**src/shared/rps_consts.svh**
```systemverilog
`ifndef RPS_CONSTS_SVH
`define RPS_CONSTS_SVH

// Register geometry: each mapping register is eight bits, five of them a selection field.
`define RPS_REG_W 8
`define RPS_FIELD_W 5
`define RPS_FIELD_LSB 0
`define RPS_LOCK_BIT 0

// Register indices; the APB byte address is four times the index.
`define RPS_IDX_PIN0_OUT 12'hEC6
`define RPS_IDX_PIN1_OUT 12'hEC7
`define RPS_IDX_PIN2_OUT 12'hEC8
`define RPS_IDX_CAPTURE1 12'hEED
`define RPS_IDX_CAPTURE2 12'hEEE
`define RPS_IDX_TIMER_A_GATE 12'hEF2
`define RPS_IDX_TIMER_C_GATE 12'hEF3
`define RPS_IDX_SERIAL2_RX 12'hEF6
`define RPS_IDX_SERIAL2_CLK 12'hEF7
`define RPS_IDX_SPI2_DATA 12'hEFB
`define RPS_IDX_SPI2_CLK 12'hEFC
`define RPS_IDX_SPI2_SEL 12'hEFD
`define RPS_IDX_PWM_FAULT 12'hEFE
`define RPS_IDX_LOCK_CTRL 12'hEFF
`define RPS_IDX_UNLOCK 12'hF00

// Internal slot numbers of the decoded registers.
`define RPS_NUM_SEL 13
`define RPS_NUM_OUT 3
`define RPS_SLOT_PIN0 4'h0
`define RPS_SLOT_PIN1 4'h1
`define RPS_SLOT_PIN2 4'h2
`define RPS_SLOT_CAPTURE1 4'h3
`define RPS_SLOT_CAPTURE2 4'h4
`define RPS_SLOT_TIMER_A 4'h5
`define RPS_SLOT_TIMER_C 4'h6
`define RPS_SLOT_SER_RX 4'h7
`define RPS_SLOT_SER_CLK 4'h8
`define RPS_SLOT_SPI_DATA 4'h9
`define RPS_SLOT_SPI_CLK 4'hA
`define RPS_SLOT_SPI_SEL 4'hB
`define RPS_SLOT_FAULT 4'hC
`define RPS_SLOT_LOCK 4'hD
`define RPS_SLOT_UNLOCK 4'hE
`define RPS_SLOT_NONE 4'hF

// Reset values.
`define RPS_IN_RESET 5'h1F
`define RPS_OUT_RESET 5'h00
`define RPS_LOCK_RESET 1'b0

// Unlock key bytes written in this order just before a lock change.
`define RPS_UNLOCK_KEY1 8'h55
`define RPS_UNLOCK_KEY2 8'hAA

`endif

```
**src/shared/rps_pkg.sv**
```systemverilog
`include "rps_consts.svh"

package rps_pkg;

  typedef logic [3:0] rps_slot_t;
  typedef logic [`RPS_FIELD_W-1:0] rps_field_t;

  // Member order matches selection slots 12 down to 3.
  typedef struct packed {
    rps_field_t pwm_fault_pin_field;
    rps_field_t spi2_select_pin_field;
    rps_field_t spi2_clock_pin_field;
    rps_field_t spi2_data_in_pin_field;
    rps_field_t serial2_clock_pin_field;
    rps_field_t serial2_receive_pin_field;
    rps_field_t timer_c_gate_pin_field;
    rps_field_t timer_a_gate_pin_field;
    rps_field_t capture2_pin_field;
    rps_field_t capture1_pin_field;
  } rps_in_sel_s;

  // Member order matches selection slots 2 down to 0.
  typedef struct packed {
    rps_field_t pin2_function_field;
    rps_field_t pin1_function_field;
    rps_field_t pin0_function_field;
  } rps_out_sel_s;

  typedef enum logic [2:0] {
    rps_unl_idle = 3'h1,
    rps_unl_key1 = 3'h2,
    rps_unl_armed = 3'h4
  } rps_unlock_e;

  typedef struct packed {
    logic [`RPS_NUM_SEL-1:0][`RPS_FIELD_W-1:0] sel;
    logic lock;
    rps_unlock_e unlock;
    logic ready;
    logic slverr;
    logic [31:0] rdata;
    logic [1:0] one_way_sync;
    logic fresh;
  } rps_state_s;

endpackage : rps_pkg

```
**src/verilog/rps_pin_select.sv**
```systemverilog
// Design decision made here: the APB slave port.
`timescale 1ns/10ps
`include "rps_consts.svh"

// Contract
// - Each input select register holds in bits 4..0 the remappable pin number for its input.
// - Bits 7..5 of every mapping register ignore writes and read as zero.
// - Selection fields take writes only while the lock is clear; locked values stay readable.
// - Reset sets input select fields to all ones and output select fields to zero.
// - Output select registers hold a five-bit function code for remappable pins 0, 1, 2.
// - Capture inputs one and two each have their own input select register.
// - Timer A gate and timer C gate inputs each have an input select register.
// - The second serial port receive and clock inputs each have an input select register.
// - The second SPI data, clock and select inputs each have an input select register.
// - The PWM fault input has its own input select register.
// - The lock is bit 0 of the lock control register, resets to zero, one protects.
// - With the one-way option set, a set lock cannot be cleared until reset.
module rps_pin_select (
  input wire logic i_clk_sys,
  input wire logic i_reset,
  input wire logic i_psel,
  input wire logic i_penable,
  input wire logic i_pwrite,
  input wire logic [13:0] i_paddr,
  input wire logic [31:0] i_pwdata,
  input wire logic i_one_way_lock_option,
  output logic [31:0] o_prdata,
  output logic o_pready,
  output logic o_pslverr,
  output logic o_mapping_write_lock,
  output rps_pkg::rps_in_sel_s o_input_sel,
  output rps_pkg::rps_out_sel_s o_output_sel
);

  localparam logic [`RPS_NUM_SEL-1:0][`RPS_FIELD_W-1:0] SEL_RST =
    {{(`RPS_NUM_SEL-`RPS_NUM_OUT){`RPS_IN_RESET}}, {`RPS_NUM_OUT{`RPS_OUT_RESET}}};

  rps_pkg::rps_state_s st_reg;
  rps_pkg::rps_state_s st_next;
  rps_pkg::rps_slot_t slot_cur;
  logic wr_acc;

  // Word-aligned addresses only; a misaligned address is treated as unmapped.
  function automatic rps_pkg::rps_slot_t rps_decode(input logic [13:0] addr);
    rps_pkg::rps_slot_t slot;
    slot = `RPS_SLOT_NONE;
    if (addr[1:0] == 2'h0) begin
      case (addr[13:2])
        `RPS_IDX_PIN0_OUT: slot = `RPS_SLOT_PIN0;
        `RPS_IDX_PIN1_OUT: slot = `RPS_SLOT_PIN1;
        `RPS_IDX_PIN2_OUT: slot = `RPS_SLOT_PIN2;
        `RPS_IDX_CAPTURE1: slot = `RPS_SLOT_CAPTURE1;
        `RPS_IDX_CAPTURE2: slot = `RPS_SLOT_CAPTURE2;
        `RPS_IDX_TIMER_A_GATE: slot = `RPS_SLOT_TIMER_A;
        `RPS_IDX_TIMER_C_GATE: slot = `RPS_SLOT_TIMER_C;
        `RPS_IDX_SERIAL2_RX: slot = `RPS_SLOT_SER_RX;
        `RPS_IDX_SERIAL2_CLK: slot = `RPS_SLOT_SER_CLK;
        `RPS_IDX_SPI2_DATA: slot = `RPS_SLOT_SPI_DATA;
        `RPS_IDX_SPI2_CLK: slot = `RPS_SLOT_SPI_CLK;
        `RPS_IDX_SPI2_SEL: slot = `RPS_SLOT_SPI_SEL;
        `RPS_IDX_PWM_FAULT: slot = `RPS_SLOT_FAULT;
        `RPS_IDX_LOCK_CTRL: slot = `RPS_SLOT_LOCK;
        `RPS_IDX_UNLOCK: slot = `RPS_SLOT_UNLOCK;
        default: slot = `RPS_SLOT_NONE;
      endcase
    end
    return slot;
  endfunction : rps_decode

  assign slot_cur = rps_decode(i_paddr);
  // The write takes effect at the edge where the master samples pready high.
  assign wr_acc = i_psel && i_penable && st_reg.ready && i_pwrite;

  always_comb begin
    st_next = st_reg;
    st_next.fresh = 1'b0;
    // The option strap may come from outside this clock domain, so it is synchronised.
    st_next.one_way_sync = {st_reg.one_way_sync[0], i_one_way_lock_option};
    st_next.ready = 1'b0;
    st_next.slverr = 1'b0;

    // Setup phase: decode, prepare the read word and raise pready for the access phase.
    if (i_psel && !i_penable) begin
      st_next.ready = 1'b1;
      st_next.slverr = (slot_cur == `RPS_SLOT_NONE);
      st_next.rdata = 32'h0000_0000;
      if (slot_cur < 4'(`RPS_NUM_SEL)) begin
        st_next.rdata[`RPS_FIELD_W-1:0] = st_reg.sel[slot_cur];
      end else if (slot_cur == `RPS_SLOT_LOCK) begin
        st_next.rdata[`RPS_LOCK_BIT] = st_reg.lock;
      end
      // Upper bits stay zero; the unlock register reads as zero too.
    end

    if (wr_acc) begin
      // Only bits 4..0 are stored, so bits 7..5 can never be written.
      if (slot_cur < 4'(`RPS_NUM_SEL) && !st_reg.lock) begin
        st_next.sel[slot_cur] = i_pwdata[`RPS_FIELD_W-1:0];
      end

      // A lock change is taken only right after the two key bytes.
      if (slot_cur == `RPS_SLOT_LOCK && st_reg.unlock == rps_pkg::rps_unl_armed) begin
        if (!(st_reg.one_way_sync[1] && st_reg.lock)) begin
          st_next.lock = i_pwdata[`RPS_LOCK_BIT];
        end
      end

      // Any write other than the next key byte or the first key byte breaks the sequence.
      st_next.unlock = rps_pkg::rps_unl_idle;
      if (slot_cur == `RPS_SLOT_UNLOCK) begin
        case (st_reg.unlock)
          rps_pkg::rps_unl_idle: begin
            if (i_pwdata[7:0] == `RPS_UNLOCK_KEY1) begin
              st_next.unlock = rps_pkg::rps_unl_key1;
            end
          end
          rps_pkg::rps_unl_key1: begin
            if (i_pwdata[7:0] == `RPS_UNLOCK_KEY2) begin
              st_next.unlock = rps_pkg::rps_unl_armed;
            end else if (i_pwdata[7:0] == `RPS_UNLOCK_KEY1) begin
              st_next.unlock = rps_pkg::rps_unl_key1;
            end
          end
          rps_pkg::rps_unl_armed: begin
            if (i_pwdata[7:0] == `RPS_UNLOCK_KEY1) begin
              st_next.unlock = rps_pkg::rps_unl_key1;
            end
          end
          default: begin
            st_next.unlock = rps_pkg::rps_unl_idle;
          end
        endcase
      end
    end
  end

  always_ff @(posedge i_clk_sys or posedge i_reset) begin
    if (i_reset) begin
      st_reg <= '{sel: SEL_RST,
                  lock: `RPS_LOCK_RESET,
                  unlock: rps_pkg::rps_unl_idle,
                  ready: 1'b0,
                  slverr: 1'b0,
                  rdata: 32'h0000_0000,
                  one_way_sync: 2'h0,
                  fresh: 1'b1};
    end else begin
      st_reg <= st_next;
    end
  end

  // All outputs are plain taps of the state register.
  assign o_prdata = st_reg.rdata;
  assign o_pready = st_reg.ready;
  assign o_pslverr = st_reg.slverr;
  assign o_mapping_write_lock = st_reg.lock;
  assign o_input_sel = st_reg.sel[`RPS_NUM_SEL-1:`RPS_NUM_OUT];
  assign o_output_sel = st_reg.sel[`RPS_NUM_OUT-1:0];
endmodule : rps_pin_select

```
**config.mk**
```make
export PLATFORM = sky130hd
export DESIGN_NAME = rps_pin_select
export DESIGN_NICKNAME = d
export VERILOG_FILES = /design/src/shared/rps_pkg.sv /design/src/verilog/rps_pin_select.sv
export VERILOG_INCLUDE_DIRS = /design/src /design/src/shared
export SDC_FILE = /design/constraint.sdc
export NUM_CORES = 1
export LEC_CHECK = 0
export BUFFER_PORTS_ARGS = -buffer_cell sky130_fd_sc_hd__buf_2
export CAP_MARGIN = 20
export CORE_MARGIN = 5
export CORE_UTILIZATION = 27
export CTS_CLUSTER_DIAMETER = 200
export DETAILED_ROUTE_END_ITERATION = 10
export PLACE_DENSITY = 0.55
export SLEW_MARGIN = 20
export SYNTH_ARGS = -nofsm -noshare
export SYNTH_HDL_FRONTEND = slang
export SYNTH_SLANG_ARGS = --single-unit
```
**constraint.sdc**
```tcl
create_clock -name i_clk_sys -period 3.1 [get_ports i_clk_sys]
set_input_delay 0 -clock i_clk_sys [delete_from_list [all_inputs] [get_ports i_clk_sys]]
set_output_delay 0 -clock i_clk_sys [all_outputs]
set_load 0.03 [all_outputs]
```
==> After elaboration in Yosys (flattened, before gate mapping) <==
Cells that the tools add are included.
{ "word_totals": {"register_bits": 78, "in_bits": 52, "out_inout_bits": 100, "word_cells": 75} }
{ "op_classes": {"n_lt_le_gt_ge": 3, "eq_ne": 23, "muxes": 15, "bitwise": 1, "n_reduce_logical": 14} }
{ "op_table": {"columns": ["operator", "count"], "rows": [
  ["$eq A12 B12 Y1 const B", 15],
  ["$bwmux W65", 1],
  ["$pmux W4 S15", 1],
  ["$mux W34", 1],
  ["$bmux W5 S4", 1],
  ["$demux W5 S4", 1],
  ["$eq A4 B4 Y1 const B", 3],
  ["$mux W5", 2],
  ["$eq A8 B7 Y1 const B", 1],
  ["$eq A8 B8 Y1 const B", 1],
  ["$logic_and A1 B1 Y1", 8],
  ["$mux W4", 2],
  ["$mux W3", 2],
  ["$pmux W3 S2", 1],
  ["$lt A4 B5 Y1 const B", 1],
  ["$ge A4 B1 Y1 const B", 1],
  ["$lt A4 B4 Y1 const B", 1],
  ["$eq A3 B1 Y1 const B", 1],
  ["$eq A3 B2 Y1 const B", 1],
  ["$eq A3 B3 Y1 const B", 1],
  ["$reduce_and A3 Y1", 1],
  ["$logic_not A1 Y1", 2],
  ["$logic_not A2 Y1", 1],
  ["$mux W1", 2],
  ["4 further kinds", 4]
]} }

==> Depth between registers and ports, before layout <==
Gate-level depths: netlist (run 1).
{ "depth": {"word_depth": 8, "ltp_mapped": 11} }

==> Worst setup path after synthesis (run 1) <==
OpenSTA, ideal clock, no wires.
{ "synth_timing": {"path_kind": "in2reg", "startpoint": "input i_paddr[7]", "endpoint": "register st_reg, in the netlist o_output_sel[5]", "setup_ns": 0.125, "t_arrival_ns": 2.253, "path_slack_ns": 0.722, "path_stages": 9, "path_buffers": 3, "path_cell_list": "buf_2 -> or3b_1 -> a211oi_2 -> o21ai_1 -> or3_1 -> buf_2 -> or4_4 -> buf_6 -> mux2_4"} }
{ "synth_via": {"elab_chain_cells": 8} }
{ "synth_rtl": {"columns": ["element", "line_no", "rtl"], "rows": [
  ["start, declared", "rps_pin_select.sv:24", "input wire logic [13:0] i_paddr,"],
  ["$eq A12 B12 Y1", "rps_pin_select.sv:48", "case (addr[13:2])"],
  ["$pmux W4 S15 *", "rps_pin_select.sv:48", null],
  ["$mux W4 *", "rps_pin_select.sv:47", "if (addr[1:0] == 2'h0) begin"],
  ["$lt A4 B5 Y1 / $ge A4 B1 Y1 (equally long branches)", "rps_pin_select.sv:98", "st_next.sel[slot_cur] = i_pwdata[`RPS_FIELD_W-1:0];"],
  ["$logic_and A1 B1 Y1", "rps_pin_select.sv:98", null],
  ["$mux W5", "rps_pin_select.sv:98", null],
  ["$demux W5 S4", "rps_pin_select.sv:98", null],
  ["$bwmux W65", "rps_pin_select.sv:98", null],
  ["end signal, assigned", "rps_pin_select.sv:139", "st_reg <= '{sel: SEL_RST,"],
  ["end signal, assigned", "rps_pin_select.sv:148", "st_reg <= st_next;"],
  ["end, declared", "rps_pin_select.sv:38", "rps_pkg::rps_state_s st_reg;"]
]} }
Every way passes the cells marked *; elsewhere a longest branch is shown, timed or not.
A chain may end at the register's enable or synchronous reset.

==> Final worst setup path (run 1) <==
{ "layout_timing": {"startpoint": "input i_paddr[5]", "endpoint": "register st_reg, in the netlist o_prdata[1]"} }
{ "layout_via": {"elab_chain_cells": 6} }
{ "layout_rtl": {"columns": ["element", "line_no", "rtl"], "rows": [
  ["$eq A12 B12 Y1", "rps_pin_select.sv:48", null],
  ["$pmux W4 S15 *", "rps_pin_select.sv:48", null],
  ["$mux W4 *", "rps_pin_select.sv:47", null],
  ["$bmux W5 S4", "rps_pin_select.sv:88", "st_next.rdata[`RPS_FIELD_W-1:0] = st_reg.sel[slot_cur];"],
  ["$mux W5 (not written as such)", "rps_pin_select.sv:88", null],
  ["$mux W4 *", "rps_pin_select.sv:87", "if (slot_cur < 4'(`RPS_NUM_SEL)) begin"]
]} }
Every way passes the cells marked *; elsewhere a longest branch is shown, timed or not. The select of a mux whose other input is x is not followed.

==> impl_metrics.tcl, run 1 <==
set metrics [dict create \
    fin_nets 556 \
    final_antenna_net_count 0 \
    largest_reg_flops 50 \
    min_period_ns 2.55 \
    grt_max_degree 45 \
    status "finished, final reports clean" \
    async_flop_share_pct 100 \
    fin_hold_ws_ns 0.0598 \
    dp.cells 720 \
    worst_pin_slew_ns 0.822 \
    fin_tns_setup_ns 0 \
    setup_viol 0 \
    yosysWarnings 0 \
    htreeDepth 3 \
    die_x_um 144 \
    cp-start-kind "input pin" \
    synth_area_leaders "dfstp_2 (27%), buf_4 (15%), dfrtp_1 (14%)" \
    cts_sinks 78 \
    cts-root-buf "clkbuf_16" \
    syn_inst 466 \
    antenna_cells 0 \
    slew_violations 0 \
    wire_per_inst_um 19.9 \
    leakage_nw 2.49 \
    powerDensity_mw_per_mm2 425 \
    track_usage_pct 14.0 \
    required_ns 3.37 \
    finClkSkew_ns 0.00468 \
    insertion_delay_ns 0.33 \
    wl_um 14700 \
    gr-usage-met2_pct 22.2 \
    first_global_vias 3652 \
    ys_ff_latch 78 \
    antenna_found_initial 0 \
    synth_top_area_share_pct 27.4 \
    cts_made_buffers 9 \
    cts.reportedPaths.clkPinSlew_ns 0.06 \
    synth_area_mm2 0.00488 \
    min_path_type "input pin to flop" \
    maxCapViolCount 0 \
    start_util_pct 27.3 \
    met3_usage_pct 3.77 \
    seq_area_frac_synth_pct 41.3 \
    vias 3657 \
    place_ws_ns 0.277 \
    dr.pass1.iters 5 \
    ys_top_cells_by_count "buf_4 (99), mux2_2 (57), dfstp_2 (51)" \
    die_area_mm2 0.0209 \
    fin_crit_sh_pct 82.2 \
    vias_per_cell 4.96 \
    utilization_pct 30.1 \
    critPathKind "input pin to flop" \
    grt_first_pass_wirelength_um 22100 \
    synth_edf_count 0 \
    grt.overflow.total 0 \
    clockBufferDepth 2 \
    drcViolationCount 0 \
    vdd_drop_max_mv 0.281 \
    yosysMostFrequentCell "buf_4" \
    critPathMaxFanout 14 \
    hpwl_um 11300 \
    synth_ff_type "dfstp_2" \
    cts_setup_buffers 0 \
    place_area_mm2 0.00507 \
    fin_ws_ns 0.553 \
    arrival_ns 2.81 \
    instances_no_fill 738 \
    hold_violations 0 \
    ios 152 \
    syn_to_final_growth_pct 10.5 \
    fmax_ghz 0.393 \
    crit_path_end_kind "flop" \
    finalWeightedCongestion 0.891 \
    place.port_buffers 100 \
    power.total_mw 2.29 \
    drtIter0Drc 358 \
    drive_gt1_share_pct 50.7 \
    num-fill-cells 1871 \
    final_area_mm2 0.00540 \
    top_usage_layer "met2" \
    synth_area_per_cell_um2 10.5 \
    synth_top_cell_by_area "dfstp_2" \
    row_count 49 \
    die_y_um 144 \
    met1_usage_pct 19.1 \
    max-slew-margin-rel_pct 45.0 \
    cts_tree "built" \
    core_mm2 0.0179 \
    rsz0062_at_grt "false" \
    synth_cell_types 67 \
]
==> critical path: stages <==
cell	delay [ns]
buf_2	0.17
or3b_1	0.41
a211oi_2	0.30
o21ai_1	0.34
o211ai_1	0.49
buf_4	0.28
a2bb2oi_1	0.17
o221ai_1	0.13
a221oi_1	0.31
a32o_1	0.20
==> per-layer routing <==
| layer | wire [um] | part of all wire [%] | up-vias |
|---|---|---|---|
| met2 | 6870 | 47 | 175 |
| li1 | - | - | 1646 |
| met3 | 1190 | 8.1 | 19 |
| met1 | 6440 | 44 | 1817 |
| met5 | 0 | 0 | - |
| met4 | 159 | 1.1 | 0 |
==> placed cells by master, fill, tap and decap left out, types with 6 or more instances in the layout <==
cell and count:
o22a_1 9, mux2_2 57, o21ai_0 14, buf_4 14, dfrtp_1 27, nor2_1 15, or3_1 6, o221ai_1 7
dfstp_2 51, inv_1 8, buf_2 100, nand3_1 9, nand4_1 6, nand2_1 28, a21oi_1 13, clkbuf_16 9
conb_1 27
==> path summary, 6_finish.rpt <==
| path | from | end | slack (ns) | cells after the start |
|---|---|---|---|---|
| worst max-delay path | i_paddr[5] | o_prdata[1] | 0.55 | 10 |
| worst min-delay path | i_pwdata[0] | o_input_sel[25] | 0.06 | 3 |
| worst max register to register | o_pready | o_input_sel[28] | 1.13 | 7 |
| worst min register to register | st_next[2] | st_reg[2] | 0.35 | 0 |
| max in group asynchronous | i_reset | o_input_sel[43] | 1.95 | 4 |
| min in group asynchronous | i_reset | o_prdata[3] | 0.37 | 3 |
==> repair_timing <==
| action | CTS | global route |
|---|---|---|
| gates resized for setup | 0 | 0 |
| hold buffers | 2 | 0 |
| hold endpoints to repair | 15 | 0 |
==> cell type report <==
cell class | count | area [um^2] | share of cell area [%]
Clock inverter | 3 | 43.8 | 0.812
Clock buffer | 13 | 260 | 4.82
Multi-Input combinational cell | 289 | 2110 | 39.1
Sequential cell | 78 | 2020 | 37.4
Timing Repair Buffer | 117 | 646 | 12.0
Inverter | 9 | 33.8 | 0.626
Tap cell | 229 | 287 | 5.31
==> cell families (layout without fill, tap and decap cells) <==
group	count (synthesis)	after routing	share of synthesized area [%]
xor gates and xnor gates	2	2	0.359
muxes	62	62	14.7
buffers and inverters	125	142	17.5
other	1	27	0.0768
AOI/OAI and AO/OA	86	86	12.8
DFF	78	78	41.3
and+or+nand+nor	112	112	13.3
==> where the power goes <==
part / total (mW) / leakage (nW) / internal, mW / switching (mW)
logic: 0.187 / 1.46 / 0.0441 / 0.143
registers: 1.03 / 0.885 / 1.03 / 0.00201
clock network: 1.08 / 0.150 / 0.669 / 0.411
Note: power is estimated with default switching activity, not from simulation.
==> inputs of run 2 (changes only) <==
==> constraint.sdc (replaced) <==
create_clock -name i_clk_sys -period 2.59 [get_ports i_clk_sys]
set_input_delay 0 -clock i_clk_sys [delete_from_list [all_inputs] [get_ports i_clk_sys]]
set_output_delay 0 -clock i_clk_sys [all_outputs]
set_load 0.03 [all_outputs]
==> run 2 against run 1 <==
Clock-buffer cell count is 1 higher. Sequential cell count stayed put. Non-clock buffer count is 8 higher. Utilization is 0.19 points higher. First-iteration DRC count is 14% higher. Global-route usage is 0.23 points higher. Sequential share of layout area is 0.23 points lower.
==> impl_metrics.tcl, run 2 (same netlist as run 1, synthesis figures left out) <==
set metrics [dict create \
    row_count 49 \
    powerDensity_mw_per_mm2 495 \
    rsz0062_at_grt "false" \
    ios 152 \
    required_ns 2.81 \
    place.port_buffers 100 \
    core_mm2 0.0179 \
    max-slew-margin-rel_pct 52.8 \
    cts_tree "built" \
    grt_first_pass_wirelength_um 22300 \
    fin_nets 564 \
    fin_ws_ns 0.303 \
    fin_crit_sh_pct 88.3 \
    cts_hold_buffers 2 \
    drcViolationCount 0 \
    grt_max_degree 31 \
    vias_per_cell 4.94 \
    mostFrequentLayoutCells "buf_2 (100), mux2_2 (57), dfstp_2 (51)" \
    fin_tns_setup_ns 0 \
    slew_violations 0 \
    crit_path_end_kind "flop" \
    syn_to_final_growth_pct 11.2 \
    die_area_mm2 0.0209 \
    cts_made_buffers 9 \
    leakage_nw 2.51 \
    worst_pin_slew_ns 0.706 \
    clockBufferDepth 2 \
    critPathMaxFanout 15 \
    crit_buf_inv 1 \
    fin_hold_ws_ns 0.0580 \
    hpwl_um 11400 \
    crit_family "simple AND/OR/NAND/NOR gates" \
    cts_resized 0 \
    grt.overflow.total 0 \
    min_period_ns 2.29 \
    wire_per_inst_um 19.7 \
    drive_gt1_share_pct 51.5 \
    cts-root-buf "clkbuf_16" \
    cts_setup_buffers 0 \
    track_usage_pct 14.2 \
    min_path_type "input pin to flop" \
    final_antenna_net_count 0 \
    finalWeightedCongestion 0.892 \
    critPathKind "input pin to flop" \
    die_x_um 144 \
    die_y_um 144 \
    vias 3685 \
    place_ws_ns -0.0131 \
    fmax_ghz 0.437 \
    insertion_delay_ns 0.34 \
    cp-start-kind "input pin" \
    critPathSlowestCell "or4_4" \
    drtIter0Drc 409 \
    worstPathCellList "buf_2 -> or3b_2 -> a21boi_0 -> o21ai_1 -> or3_1 -> or4_4 -> mux2_4" \
    maxCapViolCount 0 \
    finClkSkew_ns 0.00894 \
    start_util_pct 27.3 \
    setup_viol 0 \
    place_area_mm2 0.00512 \
    htreeDepth 3 \
    num-fill-cells 1860 \
    first_global_vias 3702 \
    arrival_ns 2.51 \
    vdd_drop_max_mv 0.254 \
    hold_violations 0 \
    antenna_cells 0 \
    final_area_mm2 0.00543 \
    antenna_found_initial 0 \
    status "finished, final reports clean" \
    cts_sinks 78 \
    largest_reg_flops 50 \
    cts.reportedPaths.clkPinSlew_ns 0.06 \
    wl_um 14700 \
    dr.pass1.iters 5 \
    final_common_cell "buf_2" \
    cpPeakStageDelay_ns 0.59 \
]
run 2: layer usage:
metal	track usage, %	vias to the layer above	share of wire (%)
met5	0	-	0
met4	3.78	0	1.6
met3	4.23	19	8.7
met2	23.0	162	47
met1	18.5	1840	43
li1	-	1664	-
run 2: worst paths after layout:
| check | slack [ns] | from | depth (start not counted) | endpoint |
|---|---|---|---|---|
| max | 0.30 | i_paddr[2] | 7 | o_output_sel[5] |
| min | 0.06 | i_pwdata[0] | 3 | o_input_sel[25] |
| max reg2reg | 0.81 | o_mapping_write_lock | 5 | o_input_sel[28] |
| min reg2reg | 0.35 | st_next[2] | 0 | st_reg[2] |
| max in group asynchronous | 1.51 | i_reset | 4 | o_input_sel[48] |
| min in group asynchronous | 0.25 | i_reset | 3 | o_prdata[4] |
run 2: power breakdown:
part / switching [mW] / internal (mW)
clock network: 0.504 / 0.731
registers: 0.00239 / 1.23
logic: 0.169 / 0.0528
total: 0.675 / 2.01
run 2: layout make-up:
cell class	count	area (um^2)	area share, %
sequential	78	2020	37.1
clock buffer	14	274	5.05
multi-input combinational	289	2110	38.9
clock inverter	2	16.3	0.300
inverter	9	33.8	0.622
timing repair buffer	125	693	12.8
tap	229	287	5.28
run 2: worst reg2reg max path, cell delays in order (launching register included):
cell,delay (ns)
dfrtp_1,0.49
nor2_1,0.34
nand4_1,0.22
nor2_1,0.16
buf_4,0.17
mux2_2,0.34
run 2: per-stage QoR:
stage,util (%),total power [mW],instances
2_1_floorplan,-,1.43,492
3_3_place_gp,28.6,1.46,728
3_5_place_dp,28.6,1.47,728
4_1_cts,30.3,2.71,746
5_1_grt,30.3,2.80,746
6_report,30.3,2.69,746
